`src/inc/dpd_pkg.sv`:
```
package dpd_pkg;
	// Core clock and DRAM cycle timing (EDO, 60 ns class)
	localparam int CLK_PERIOD_NS = 4;
	localparam int T_RCD_NS = 20;
	localparam int T_CAS_NS = 15;
	localparam int T_RP_NS = 40;
	localparam int RCD_CYC = (T_RCD_NS + CLK_PERIOD_NS - 1) / CLK_PERIOD_NS;
	localparam int CAS_CYC = (T_CAS_NS + CLK_PERIOD_NS - 1) / CLK_PERIOD_NS;
	localparam int RP_CYC = (T_RP_NS + CLK_PERIOD_NS - 1) / CLK_PERIOD_NS;

	// Panel blanking lengths, counted in dot clock ticks
	localparam int LATCH_TICKS = 2;
	localparam int FRAME_TICKS = 2;

	// Scan data format select
	localparam int MODE_TFT_BIT = 0;
	localparam int MODE_WIDE_BIT = 1;
	localparam logic [1:0] MODE_RESET = 2'h0;
	localparam int NARROW_BITS = 8;

	localparam int SCAN_W = 12;
	localparam int ADDR_W = 10;
	localparam int DATA_W = 16;

	typedef enum logic [1:0] {
		P_OFF = 2'b00,
		P_DATA = 2'b01,
		P_LATCH = 2'b10,
		P_FRAME = 2'b11
	} dpd_panel_st_t;

	typedef enum logic [1:0] {
		B_IDLE = 2'b00,
		B_ROW = 2'b01,
		B_COL = 2'b10,
		B_PRE = 2'b11
	} dpd_bank_st_t;

	typedef struct packed {
		logic [SCAN_W-1:0] upper;
		logic [SCAN_W-1:0] lower;
	} dpd_pix_t;

	typedef struct packed {
		logic write;
		logic [1:0] byte_en;
		logic [ADDR_W-1:0] row;
		logic [ADDR_W-1:0] col;
		logic [DATA_W-1:0] wdata;
	} dpd_mem_req_t;

	typedef struct packed {
		logic [ADDR_W-1:0] addr;
		logic row_strobe_n;
		logic high_col_strobe_n;
		logic low_col_strobe_n;
		logic output_en_n;
		logic write_en_n;
		logic [DATA_W-1:0] dq_out;
		logic dq_oe;
	} dpd_bank_pins_t;
endpackage : dpd_pkg

```
`src/rtl/dpd_fifo.sv`:
```
`timescale 1ns/1ns
module dpd_fifo #(
	parameter int WIDTH = 24,
	parameter int DEPTH = 16
) (
	input wire logic clk,
	input wire logic nrst,
	input wire logic in_valid,
	output logic in_ready,
	input wire logic [WIDTH-1:0] in_data,
	output logic out_valid,
	input wire logic out_ready,
	output logic [WIDTH-1:0] out_data
);
	localparam int AW = $clog2(DEPTH);

	typedef struct packed {
		logic [DEPTH-1:0][WIDTH-1:0] mem;
		logic [AW:0] wr_ptr;
		logic [AW:0] rd_ptr;
	} dpd_fifo_state_t;

	dpd_fifo_state_t s_q, s_d;
	logic full, empty;

	always_comb begin
		empty = (s_q.wr_ptr == s_q.rd_ptr);
		full = (s_q.wr_ptr[AW-1:0] == s_q.rd_ptr[AW-1:0]) && (s_q.wr_ptr[AW] != s_q.rd_ptr[AW]);
		in_ready = !full;
		out_valid = !empty;
		out_data = s_q.mem[s_q.rd_ptr[AW-1:0]];
		s_d = s_q;
		if (in_valid && !full) begin
			s_d.mem[s_q.wr_ptr[AW-1:0]] = in_data;
			s_d.wr_ptr = s_q.wr_ptr + (AW+1)'(1);
		end
		if (out_ready && !empty) begin
			s_d.rd_ptr = s_q.rd_ptr + (AW+1)'(1);
		end
	end

	always_ff @(posedge clk or negedge nrst) begin
		if (!nrst) begin
			s_q <= '0;
		end else begin
			s_q <= s_d;
		end
	end
endmodule : dpd_fifo

```
`src/rtl/dpd_dram_bank.sv`:
```
`timescale 1ns/1ns
module dpd_dram_bank (
	input wire logic clk,
	input wire logic nrst,
	input wire logic req_valid,
	output logic req_ready,
	input dpd_pkg::dpd_mem_req_t req,
	output logic rd_valid,
	output logic [dpd_pkg::DATA_W-1:0] rd_data,
	input wire logic [dpd_pkg::DATA_W-1:0] dq_in,
	output dpd_pkg::dpd_bank_pins_t pins
);
	import dpd_pkg::*;

	typedef struct packed {
		dpd_bank_st_t st;
		logic [3:0] cnt;
		dpd_mem_req_t cur;
		dpd_bank_pins_t pins;
		logic rd_valid;
		logic [DATA_W-1:0] rd_data;
	} dpd_bank_state_t;

	dpd_bank_state_t s_q, s_d;

	// Strobes idle high, data bus released
	function automatic dpd_bank_pins_t idle_pins(input logic [ADDR_W-1:0] addr);
		dpd_bank_pins_t p;
		p = '0;
		p.addr = addr;
		p.row_strobe_n = 1'b1;
		p.high_col_strobe_n = 1'b1;
		p.low_col_strobe_n = 1'b1;
		p.output_en_n = 1'b1;
		p.write_en_n = 1'b1;
		return p;
	endfunction : idle_pins

	always_comb begin
		s_d = s_q;
		s_d.rd_valid = 1'b0;
		req_ready = (s_q.st == B_IDLE);
		unique case (s_q.st)
			B_IDLE: begin
				if (req_valid) begin
					s_d.cur = req;
					s_d.pins.addr = req.row;
					s_d.pins.row_strobe_n = 1'b0;
					s_d.cnt = 4'(RCD_CYC - 1);
					s_d.st = B_ROW;
				end
			end
			B_ROW: begin
				if (s_q.cnt != 4'h0) begin
					s_d.cnt = s_q.cnt - 4'h1;
				end else begin
					s_d.pins.addr = s_q.cur.col;
					s_d.pins.high_col_strobe_n = !s_q.cur.byte_en[1];
					s_d.pins.low_col_strobe_n = !s_q.cur.byte_en[0];
					s_d.pins.write_en_n = !s_q.cur.write;
					s_d.pins.output_en_n = s_q.cur.write;
					s_d.pins.dq_out = s_q.cur.wdata;
					s_d.pins.dq_oe = s_q.cur.write;
					s_d.cnt = 4'(CAS_CYC - 1);
					s_d.st = B_COL;
				end
			end
			B_COL: begin
				if (s_q.cnt != 4'h0) begin
					s_d.cnt = s_q.cnt - 4'h1;
				end else begin
					if (!s_q.cur.write) begin
						s_d.rd_data = dq_in;
						s_d.rd_valid = 1'b1;
					end
					s_d.pins = idle_pins(s_q.pins.addr);
					s_d.cnt = 4'(RP_CYC - 1);
					s_d.st = B_PRE;
				end
			end
			B_PRE: begin
				if (s_q.cnt != 4'h0) begin
					s_d.cnt = s_q.cnt - 4'h1;
				end else begin
					s_d.st = B_IDLE;
				end
			end
		endcase
	end

	always_ff @(posedge clk or negedge nrst) begin
		if (!nrst) begin
			s_q.st <= B_IDLE;
			s_q.cnt <= 4'h0;
			s_q.cur <= '0;
			s_q.pins <= '{addr: '0, row_strobe_n: 1'b1, high_col_strobe_n: 1'b1, low_col_strobe_n: 1'b1,
				output_en_n: 1'b1, write_en_n: 1'b1, dq_out: '0, dq_oe: 1'b0};
			s_q.rd_valid <= 1'b0;
			s_q.rd_data <= '0;
		end else begin
			s_q <= s_d;
		end
	end

	assign pins = s_q.pins;
	assign rd_valid = s_q.rd_valid;
	assign rd_data = s_q.rd_data;
endmodule : dpd_dram_bank

```
`src/rtl/dpd_panel_top.sv`:
```
`timescale 1ns/1ns
// Function
// Pulse line latch after each display line; scan data invalid meanwhile.
// Generate panel shift clock whose edges capture each scan data word.
// Between frames assert the frame start marker; scan data invalid meanwhile.
// Drive 12-bit upper scan data, arranged per configured display mode.
// Drive 12-bit lower scan data, arranged the same way as upper.
// Panel disable output low when panel disabled, high otherwise.
// Panel power enable high when supply should reach the panel.
// Contrast enable high when bias voltage applied, low otherwise.
// Two DRAM banks, each with own 10-bit address and 16-bit data.
// Per bank, separate high-byte and low-byte column strobes.
// Per bank, own active-low row strobe, output enable, write enable.
// Dot clock times the whole device and runs continuously after reset; design is clocked by CLK, dot clock is sampled to pace panel scan only.
// Host power request triggers applying power to the panel.
// Panel control outputs valid only while host control request holds.
// Two mode bits: bit0 TFT overrides; bit1 picks 16/24-bit DSTN; reset 0.
// After reset DRAM strobes high and data buses undriven until a cycle.
// After reset power, contrast and disable outputs low until host requests.
module dpd_panel_top #(
	parameter int WORDS_PER_LINE = 80,
	parameter int LINES_PER_FRAME = 240,
	parameter int FIFO_DEPTH = 16
) (
	input wire logic CLK,
	input wire logic NRST,
	input wire logic PIXEL_INPUT_CLOCK,
	input wire logic POWER_REQUEST_IN,
	input wire logic CONTROL_REQUEST_IN,
	input wire logic MODE_WR,
	input wire logic [1:0] MODE_CFG,
	input wire logic PIX_VALID,
	input dpd_pkg::dpd_pix_t PIX_DATA,
	output logic PIX_READY,
	output logic LINE_LATCH_PULSE,
	output logic PANEL_SHIFT_CLOCK,
	output logic FRAME_START_MARKER,
	output logic [dpd_pkg::SCAN_W-1:0] UPPER_SCAN_DATA,
	output logic [dpd_pkg::SCAN_W-1:0] LOWER_SCAN_DATA,
	output logic PANEL_DISABLE_N,
	output logic PANEL_POWER_ENABLE,
	output logic PANEL_CONTRAST_ENABLE,
	input wire logic BANK_A_REQ_VALID,
	output logic BANK_A_REQ_READY,
	input dpd_pkg::dpd_mem_req_t BANK_A_REQ,
	output logic BANK_A_RD_VALID,
	output logic [dpd_pkg::DATA_W-1:0] BANK_A_RD_DATA,
	input wire logic BANK_B_REQ_VALID,
	output logic BANK_B_REQ_READY,
	input dpd_pkg::dpd_mem_req_t BANK_B_REQ,
	output logic BANK_B_RD_VALID,
	output logic [dpd_pkg::DATA_W-1:0] BANK_B_RD_DATA,
	output logic [dpd_pkg::ADDR_W-1:0] BANK_A_ROW_COL_ADDR,
	input wire logic [dpd_pkg::DATA_W-1:0] BANK_A_MEM_DATA_IN,
	output logic [dpd_pkg::DATA_W-1:0] BANK_A_MEM_DATA_OUT,
	output logic BANK_A_MEM_DATA_OE,
	output logic BANK_A_OUTPUT_EN_N,
	output logic BANK_A_ROW_STROBE_N,
	output logic BANK_A_HIGH_COL_STROBE_N,
	output logic BANK_A_LOW_COL_STROBE_N,
	output logic BANK_A_WRITE_EN_N,
	output logic [dpd_pkg::ADDR_W-1:0] BANK_B_ROW_COL_ADDR,
	input wire logic [dpd_pkg::DATA_W-1:0] BANK_B_MEM_DATA_IN,
	output logic [dpd_pkg::DATA_W-1:0] BANK_B_MEM_DATA_OUT,
	output logic BANK_B_MEM_DATA_OE,
	output logic BANK_B_OUTPUT_EN_N,
	output logic BANK_B_ROW_STROBE_N,
	output logic BANK_B_HIGH_COL_STROBE_N,
	output logic BANK_B_LOW_COL_STROBE_N,
	output logic BANK_B_WRITE_EN_N
);
	import dpd_pkg::*;

	localparam int WCW = $clog2(WORDS_PER_LINE + 1);
	localparam int LCW = $clog2(LINES_PER_FRAME + 1);

	typedef struct packed {
		logic [2:0] dot_s;
		logic dot;
		logic [2:0] pwr_s;
		logic pwr;
		logic [2:0] ctl_s;
		logic ctl;
		logic [1:0] mode;
		dpd_panel_st_t st;
		logic [WCW-1:0] word_cnt;
		logic [LCW-1:0] line_cnt;
		logic [3:0] hold_cnt;
		logic shift;
		logic latch;
		logic frame;
		logic [SCAN_W-1:0] upper;
		logic [SCAN_W-1:0] lower;
		logic disable_n;
		logic vdd;
		logic vcon;
	} dpd_top_state_t;

	dpd_top_state_t s_q, s_d;

	logic fifo_valid;
	logic fifo_pop;
	dpd_pix_t fifo_data;
	logic dot_rise;
	logic dot_fall;
	dpd_bank_pins_t pins_a;
	dpd_bank_pins_t pins_b;

	// Lay one half-panel word out for the current mode
	function automatic logic [SCAN_W-1:0] scan_format(input logic [1:0] mode, input logic [SCAN_W-1:0] raw);
		logic [SCAN_W-1:0] f;
		f = '0;
		if (mode[MODE_TFT_BIT]) begin
			f[NARROW_BITS-1:0] = raw[NARROW_BITS-1:0];
		end else if (mode[MODE_WIDE_BIT]) begin
			f = raw;
		end else begin
			f[NARROW_BITS-1:0] = raw[NARROW_BITS-1:0];
		end
		return f;
	endfunction : scan_format

	// Three-stage filter: a level counts only once stages two and three agree
	function automatic logic settle(input logic [2:0] s, input logic held);
		return (s[1] == s[2]) ? s[2] : held;
	endfunction : settle

	dpd_fifo #(
		.WIDTH($bits(dpd_pix_t)),
		.DEPTH(FIFO_DEPTH)
	) u_fifo (
		.clk(CLK),
		.nrst(NRST),
		.in_valid(PIX_VALID),
		.in_ready(PIX_READY),
		.in_data(PIX_DATA),
		.out_valid(fifo_valid),
		.out_ready(fifo_pop),
		.out_data(fifo_data)
	);

	always_comb begin
		s_d = s_q;
		fifo_pop = 1'b0;

		s_d.dot_s = {s_q.dot_s[1:0], PIXEL_INPUT_CLOCK};
		s_d.pwr_s = {s_q.pwr_s[1:0], POWER_REQUEST_IN};
		s_d.ctl_s = {s_q.ctl_s[1:0], CONTROL_REQUEST_IN};
		s_d.dot = settle(s_q.dot_s, s_q.dot);
		s_d.pwr = settle(s_q.pwr_s, s_q.pwr);
		s_d.ctl = settle(s_q.ctl_s, s_q.ctl);
		dot_rise = s_d.dot && !s_q.dot;
		dot_fall = !s_d.dot && s_q.dot;

		if (MODE_WR) begin
			s_d.mode = MODE_CFG;
		end

		// Power first, contrast one cycle later, both drop in the same cycle
		s_d.vdd = s_q.pwr;
		s_d.vcon = s_q.pwr && s_q.vdd && s_q.ctl;
		s_d.disable_n = s_q.pwr && s_q.ctl;

		if (dot_fall) begin
			s_d.shift = 1'b0;
		end

		if (!s_q.ctl) begin
			// Without a control request the panel lines sit low
			s_d.st = P_OFF;
			s_d.shift = 1'b0;
			s_d.latch = 1'b0;
			s_d.frame = 1'b0;
			s_d.upper = '0;
			s_d.lower = '0;
			s_d.word_cnt = '0;
			s_d.line_cnt = '0;
		end else if (dot_rise) begin
			unique case (s_q.st)
				P_OFF: begin
					// Open with a frame marker so the panel starts on line one
					s_d.st = P_FRAME;
					s_d.frame = 1'b1;
					s_d.hold_cnt = 4'(FRAME_TICKS - 1);
				end
				P_DATA: begin
					// An empty FIFO stalls the line rather than sending stale data
					if (fifo_valid) begin
						fifo_pop = 1'b1;
						s_d.upper = scan_format(s_q.mode, fifo_data.upper);
						s_d.lower = scan_format(s_q.mode, fifo_data.lower);
						s_d.shift = 1'b1;
						if (s_q.word_cnt == WCW'(WORDS_PER_LINE - 1)) begin
							s_d.word_cnt = '0;
							s_d.st = P_LATCH;
						end else begin
							s_d.word_cnt = s_q.word_cnt + WCW'(1);
						end
					end
				end
				P_LATCH: begin
					s_d.latch = 1'b1;
					s_d.upper = '0;
					s_d.lower = '0;
					if (!s_q.latch) begin
						s_d.hold_cnt = 4'(LATCH_TICKS - 1);
					end else if (s_q.hold_cnt != 4'h0) begin
						s_d.hold_cnt = s_q.hold_cnt - 4'h1;
					end else begin
						s_d.latch = 1'b0;
						if (s_q.line_cnt == LCW'(LINES_PER_FRAME - 1)) begin
							s_d.line_cnt = '0;
							s_d.st = P_FRAME;
							s_d.frame = 1'b1;
							s_d.hold_cnt = 4'(FRAME_TICKS - 1);
						end else begin
							s_d.line_cnt = s_q.line_cnt + LCW'(1);
							s_d.st = P_DATA;
						end
					end
				end
				P_FRAME: begin
					s_d.upper = '0;
					s_d.lower = '0;
					if (s_q.hold_cnt != 4'h0) begin
						s_d.hold_cnt = s_q.hold_cnt - 4'h1;
					end else begin
						s_d.frame = 1'b0;
						s_d.st = P_DATA;
					end
				end
			endcase
		end
	end

	always_ff @(posedge CLK or negedge NRST) begin
		if (!NRST) begin
			s_q <= '0;
			s_q.mode <= MODE_RESET;
			s_q.st <= P_OFF;
		end else begin
			s_q <= s_d;
		end
	end

	assign LINE_LATCH_PULSE = s_q.latch;
	assign PANEL_SHIFT_CLOCK = s_q.shift;
	assign FRAME_START_MARKER = s_q.frame;
	assign UPPER_SCAN_DATA = s_q.upper;
	assign LOWER_SCAN_DATA = s_q.lower;
	assign PANEL_DISABLE_N = s_q.disable_n;
	assign PANEL_POWER_ENABLE = s_q.vdd;
	assign PANEL_CONTRAST_ENABLE = s_q.vcon;

	// Each bank runs its own sequencer so both can overlap
	dpd_dram_bank u_bank_a (
		.clk(CLK),
		.nrst(NRST),
		.req_valid(BANK_A_REQ_VALID),
		.req_ready(BANK_A_REQ_READY),
		.req(BANK_A_REQ),
		.rd_valid(BANK_A_RD_VALID),
		.rd_data(BANK_A_RD_DATA),
		.dq_in(BANK_A_MEM_DATA_IN),
		.pins(pins_a)
	);

	dpd_dram_bank u_bank_b (
		.clk(CLK),
		.nrst(NRST),
		.req_valid(BANK_B_REQ_VALID),
		.req_ready(BANK_B_REQ_READY),
		.req(BANK_B_REQ),
		.rd_valid(BANK_B_RD_VALID),
		.rd_data(BANK_B_RD_DATA),
		.dq_in(BANK_B_MEM_DATA_IN),
		.pins(pins_b)
	);

	assign BANK_A_ROW_COL_ADDR = pins_a.addr;
	assign BANK_A_MEM_DATA_OUT = pins_a.dq_out;
	assign BANK_A_MEM_DATA_OE = pins_a.dq_oe;
	assign BANK_A_OUTPUT_EN_N = pins_a.output_en_n;
	assign BANK_A_ROW_STROBE_N = pins_a.row_strobe_n;
	assign BANK_A_HIGH_COL_STROBE_N = pins_a.high_col_strobe_n;
	assign BANK_A_LOW_COL_STROBE_N = pins_a.low_col_strobe_n;
	assign BANK_A_WRITE_EN_N = pins_a.write_en_n;
	assign BANK_B_ROW_COL_ADDR = pins_b.addr;
	assign BANK_B_MEM_DATA_OUT = pins_b.dq_out;
	assign BANK_B_MEM_DATA_OE = pins_b.dq_oe;
	assign BANK_B_OUTPUT_EN_N = pins_b.output_en_n;
	assign BANK_B_ROW_STROBE_N = pins_b.row_strobe_n;
	assign BANK_B_HIGH_COL_STROBE_N = pins_b.high_col_strobe_n;
	assign BANK_B_LOW_COL_STROBE_N = pins_b.low_col_strobe_n;
	assign BANK_B_WRITE_EN_N = pins_b.write_en_n;
endmodule : dpd_panel_top

```
`config.mk`:
```
export PLATFORM = sky130hd
export DESIGN_NAME = dpd_panel_top
export DESIGN_NICKNAME = d
export VERILOG_FILES = /design/src/inc/dpd_pkg.sv /design/src/rtl/dpd_fifo.sv /design/src/rtl/dpd_dram_bank.sv /design/src/rtl/dpd_panel_top.sv
export SDC_FILE = /design/constraint.sdc
export NUM_CORES = 1
export LEC_CHECK = 0
export BUFFER_PORTS_ARGS = -buffer_cell sky130_fd_sc_hd__buf_2
export CAP_MARGIN = 20
export CORE_ASPECT_RATIO = 2
export CORE_MARGIN = 2
export CORE_UTILIZATION = 54
export CTS_BUF_LIST = sky130_fd_sc_hd__clkbuf_16
export DETAILED_ROUTE_END_ITERATION = 6
export PLACE_DENSITY = 0.77
export REMOVE_ABC_BUFFERS = 1
export SYNTH_ARGS = -nofsm -noshare
export SYNTH_HDL_FRONTEND = slang
export SYNTH_SLANG_ARGS = --single-unit
```
`constraint.sdc`:
```
create_clock -name CLK -period 2.4 [get_ports CLK]
set_clock_uncertainty 0.2 [all_clocks]
set_input_delay 0.24 -clock CLK [delete_from_list [all_inputs] [get_ports CLK]]
set_output_delay 0.24 -clock CLK [all_outputs]
set_load 0.05 [all_outputs]
```
==> flow_summary.rst <==
.. list-table::
   :header-rows: 1

   * - Metric
     - Value
   * - Count of H-tree levels built during CTS
     - 2
   * - Crit path arrival time
     - 2.70 ns
   * - Min cycle time layout
     - 2.44 ns
   * - Pint
     - 28.6 mW
   * - Cell area after synthesis
     - 29,400 um2
   * - Flip-flop and latch count after synthesis
     - 627
   * - Largest net degree at the start of global routing
     - 99
   * - Cell with the most instances after synthesis
     - sky130_fd_sc_hd__dfrtp_1
   * - Top_reg_cell synth
     - sky130_fd_sc_hd__dfrtp_1
   * - Average via count per standard cell
     - 5.96
   * - Synth async-reset ratio
     - 100%
   * - Crit-path max FO
     - 6
   * - Sort of element at the end of the critical path
     - register
   * - Sw frac
     - 35.0%
   * - Post-route total power
     - 44.0 mW
   * - Final routed wire length divided by cell count
     - 24.3 um
   * - Chip width
     - 169 um
   * - Clock Root Buffer
     - sky130_fd_sc_hd__clkbuf_16
   * - Final-report hold violation count
     - 0
   * - TritonCTS clock tree
     - yes
   * - Number of standard cells after synthesis
     - 2,011
   * - Initial antenna violation count
     - 2
   * - Max Fclk
     - 0.410 GHz
   * - Outcome
     - complete, but fails checks
   * - Number of enable flip-flop cells after synthesis
     - 0
   * - Number of input and output port buffers inserted
     - 275
   * - Number of clock sinks seen by CTS
     - 627
   * - Worst stage delay on the critical path
     - 0.51 ns
   * - Gpl congestion
     - 0.844
   * - Drc violations
     - 0
   * - CP Cell Sequence
     - xnor2_4 > nand4_4 > nor2_8 > buf_12 > buf_16 > nor4_4 > buf_6 > buf_8 > mux2_4
   * - Path type of the worst setup path
     - reg2reg
   * - Synthesized area per cell
     - 14.6 um2
   * - Violations in the final reports
     - negative setup slack
   * - Most area-consuming cells after synthesis
     - sky130_fd_sc_hd__dfrtp_1, sky130_fd_sc_hd__mux2_2, sky130_fd_sc_hd__mux2_4, sky130_fd_sc_hd__mux4_2, sky130_fd_sc_hd__buf_4
   * - Post-detailed-placement half-perimeter wirelength
     - 45,900 um
   * - Worst Max-Slew Pin Slew
     - 0.895 ns
   * - Yosys warns
     - 0
   * - Number of pins exceeding their max-slew limit in the final report
     - 0
   * - Sequential element share of the synthesized area
     - 53.4%
   * - Core area
     - 54,200 um2
   * - Register area
     - 15,700 um2
   * - Number of endpoints failing setup at the final stage
     - 39
   * - RSZ-0062 raised after global routing
     - yes
   * - Initial Util
     - 54.2%
   * - Pre-antenna DRT Iters
     - 5
   * - Post-Route Hold Slack
     - 0.0822 ns
   * - Required time reported for the critical path endpoint
     - 2.67 ns
   * - Vias in the first global route
     - 20,500
   * - Area share of the largest cell type after synthesis
     - 52.5%
   * - Peak VDD IR
     - 1.35 mV
   * - Fill cell instance count of the final layout
     - 3,677
   * - Final setup margin
     - -0.0364 ns
   * - Pwr Density
     - 1250 nW/um2
   * - Number of distinct standard cells referenced by the synthesized netlist
     - 76
   * - Normalized max-slew margin
     - 40.2%
   * - Maximum clock path buffer count
     - 3
   * - Reg power frac
     - 41.0%
   * - Site row count
     - 121
   * - Net Switching
     - 15.4 mW
   * - Post-route fraction of the period consumed by the critical path
     - 102%
   * - Die outline height
     - 334 um
   * - Clk_lat worst skew
     - 0.61 ns
   * - Clock share of power
     - 19.2%
   * - Count of vias placed by the detailed router
     - 18,600
   * - Min-delay worst type
     - in2reg
   * - Max-cap check violation count
     - 0
   * - Count of routing violations after the opening detailed-route iteration
     - 920
   * - Utilization after layout
     - 65.2%
   * - Global routing usage summed across all routing layers
     - 25.8%
   * - Leakage power
     - 15.9 nW
   * - Dominant cell type by area after synthesis
     - sky130_fd_sc_hd__dfrtp_1
   * - Area overhead of the layout relative to synthesis
     - 20.1%
   * - Part of the power in combinational logic
     - 39.8%
   * - Slowest cell on crit path
     - sky130_fd_sc_hd__dfrtp_4
   * - Number of CTS-inserted buffers
     - 54
   * - Remaining Overflow, GRT
     - 0
   * - Multi-input gate area
     - 12,200 um2
   * - Top post-synthesis cells by count
     - sky130_fd_sc_hd__dfrtp_1, sky130_fd_sc_hd__mux2_2, sky130_fd_sc_hd__mux2_4
   * - NumNets Final
     - 2,571
   * - Total Wirelength
     - 75,900 um
   * - Number of nets still failing antenna checks after routing
     - 0
   * - Top-Level Pins
     - 276
   * - Worst setup SP type
     - register
   * - Layout cells sized above 1
     - 46.2%
   * - CTS clk-pin slew, worst paths
     - 0.07 ns
   * - Floorplan die area
     - 56,400 um2
   * - First-pass GRT wire length
     - 115,000 um
-- kinds of logic after synthesis --
kind of cell               share of synthesized area [%]
and+or+nand+nor                                     4.68
muxes                                               27.8
AOI/OAI and AO/OA                                   6.06
xor gates and xnor gates                           0.809
adders and majority gates                          0.996
buffers and inverters                               6.21
DFF                                                 53.4
-- area by class of cell --
| class | instances | share of cell area, % |
|---|---|---|
| timing repair buffer | 581 | 13.7 |
| clock buffer | 55 | 3.90 |
| clock inverter | 44 | 0.815 |
| tap | 676 | 2.40 |
| multi-input combinational | 1121 | 34.5 |
| antenna | 2 | 0.0142 |
| inverter | 20 | 0.220 |
| sequential | 627 | 44.5 |
-- per-stage QoR --
stage	area [um2]	setup TNS (ns)	setup slack, ns	cells
after detailed placement	31300	-0.0774	-0.0387	2840
after floorplan	27600	-1165.31	-2.77	1768
after global placement	31300	0	0.0277	2840
after CTS	34500	-0.170	-0.0594	3093
final	35300	-0.625	-0.0364	3126
after global routing	35300	-4.13	-0.0863	3125
-- layer usage --
metal	up-vias	global-route usage, %	wire length (um)
met5	-	0	13
met4	2	11.2	4270
met3	226	4.12	4490
met2	727	45.9	39200
met1	9716	30.9	28000
li1	7972	-	-
-- cells in the final DEF (no fill, tap or decap), types with 49 or more instances in the layout --
cell type and count:
sky130_fd_sc_hd__dfrtp_1 611, sky130_fd_sc_hd__buf_2 273, sky130_fd_sc_hd__mux2_2 264, sky130_fd_sc_hd__mux2_4 209, sky130_fd_sc_hd__dlygate4sd3_1 146, sky130_fd_sc_hd__buf_4 97, sky130_fd_sc_hd__mux4_2 85, sky130_fd_sc_hd__nor2_1 69
sky130_fd_sc_hd__clkbuf_16 64, sky130_fd_sc_hd__a21oi_1 63, sky130_fd_sc_hd__nand2_1 49
-- flip-flops by register name, indices dropped and copies added (netlist names), 16 cells and up --
| name | count |
|---|---|
| u_bank_b.rd_data | 16 |
| u_bank_b.pins | 32 |
| u_bank_b.s_q | 35 |
| u_bank_a.rd_data | 16 |
| u_fifo.s_q | 394 |
| u_bank_a.s_q | 35 |
| s_q | 28 |
| u_bank_a.pins | 32 |
-- final timing paths --
kind	startpoint	end	slack [ns]	cells past startpoint
worst max-delay path	u_fifo.s_q[2]$_DFFE_PN0P_	u_fifo.s_q[78]$_DFFE_PN0P_	-0.04	9
worst min-delay path	CONTROL_REQUEST_IN	s_d[55]$_DFF_PN0_	0.08	2
min in group asynchronous	NRST	u_fifo.s_q[3]$_DFFE_PN0P_	0.14	3
max in group asynchronous	NRST	u_fifo.s_q[26]$_DFFE_PN0P_	0.57	3
worst min register to register	s_d[59]$_DFF_PN0_	s_d[60]$_DFF_PN0_	0.16	0
worst max register to register	u_fifo.s_q[2]$_DFFE_PN0P_	u_fifo.s_q[78]$_DFFE_PN0P_	-0.04	9
-- critical path, delay by kind of cell (launching register included) --
family                 cells  cell delay, ns
flip-flops                 1            0.51
XOR/XNOR                   1            0.15
multiplexers               1            0.30
AND/OR/NAND/NOR            3            0.48
buffers and inverters      4            0.65
-- power groups by stage --
| stage | sequential, mW | clock [mW] | combinational [mW] |
|---|---|---|---|
| finish | 18.0 | 8.47 | 17.5 |
| detailed placement | 17.9 | 0 | 16.2 |
| global placement | 17.5 | 0 | 15.6 |
| global route | 18.5 | 9.02 | 18.6 |
| CTS | 17.8 | 8.64 | 16.5 |
| floorplan | 19.8 | 0 | 9.57 |
-- what timing repair did --
| item | in CTS | in global routing |
|---|---|---|
| cloned | 0 | 12 |
| hold buffers | 146 | 0 |
| setup buffers | 8 | 19 |
| endpoints found under the hold margin | 1127 | 0 |
| endpoints found under the setup margin | 4 | 138 |
| gates resized for setup | 11 | 106 |
| pin swaps | 2 | 12 |
No activity file was read; power rests on OpenSTA's default activity.
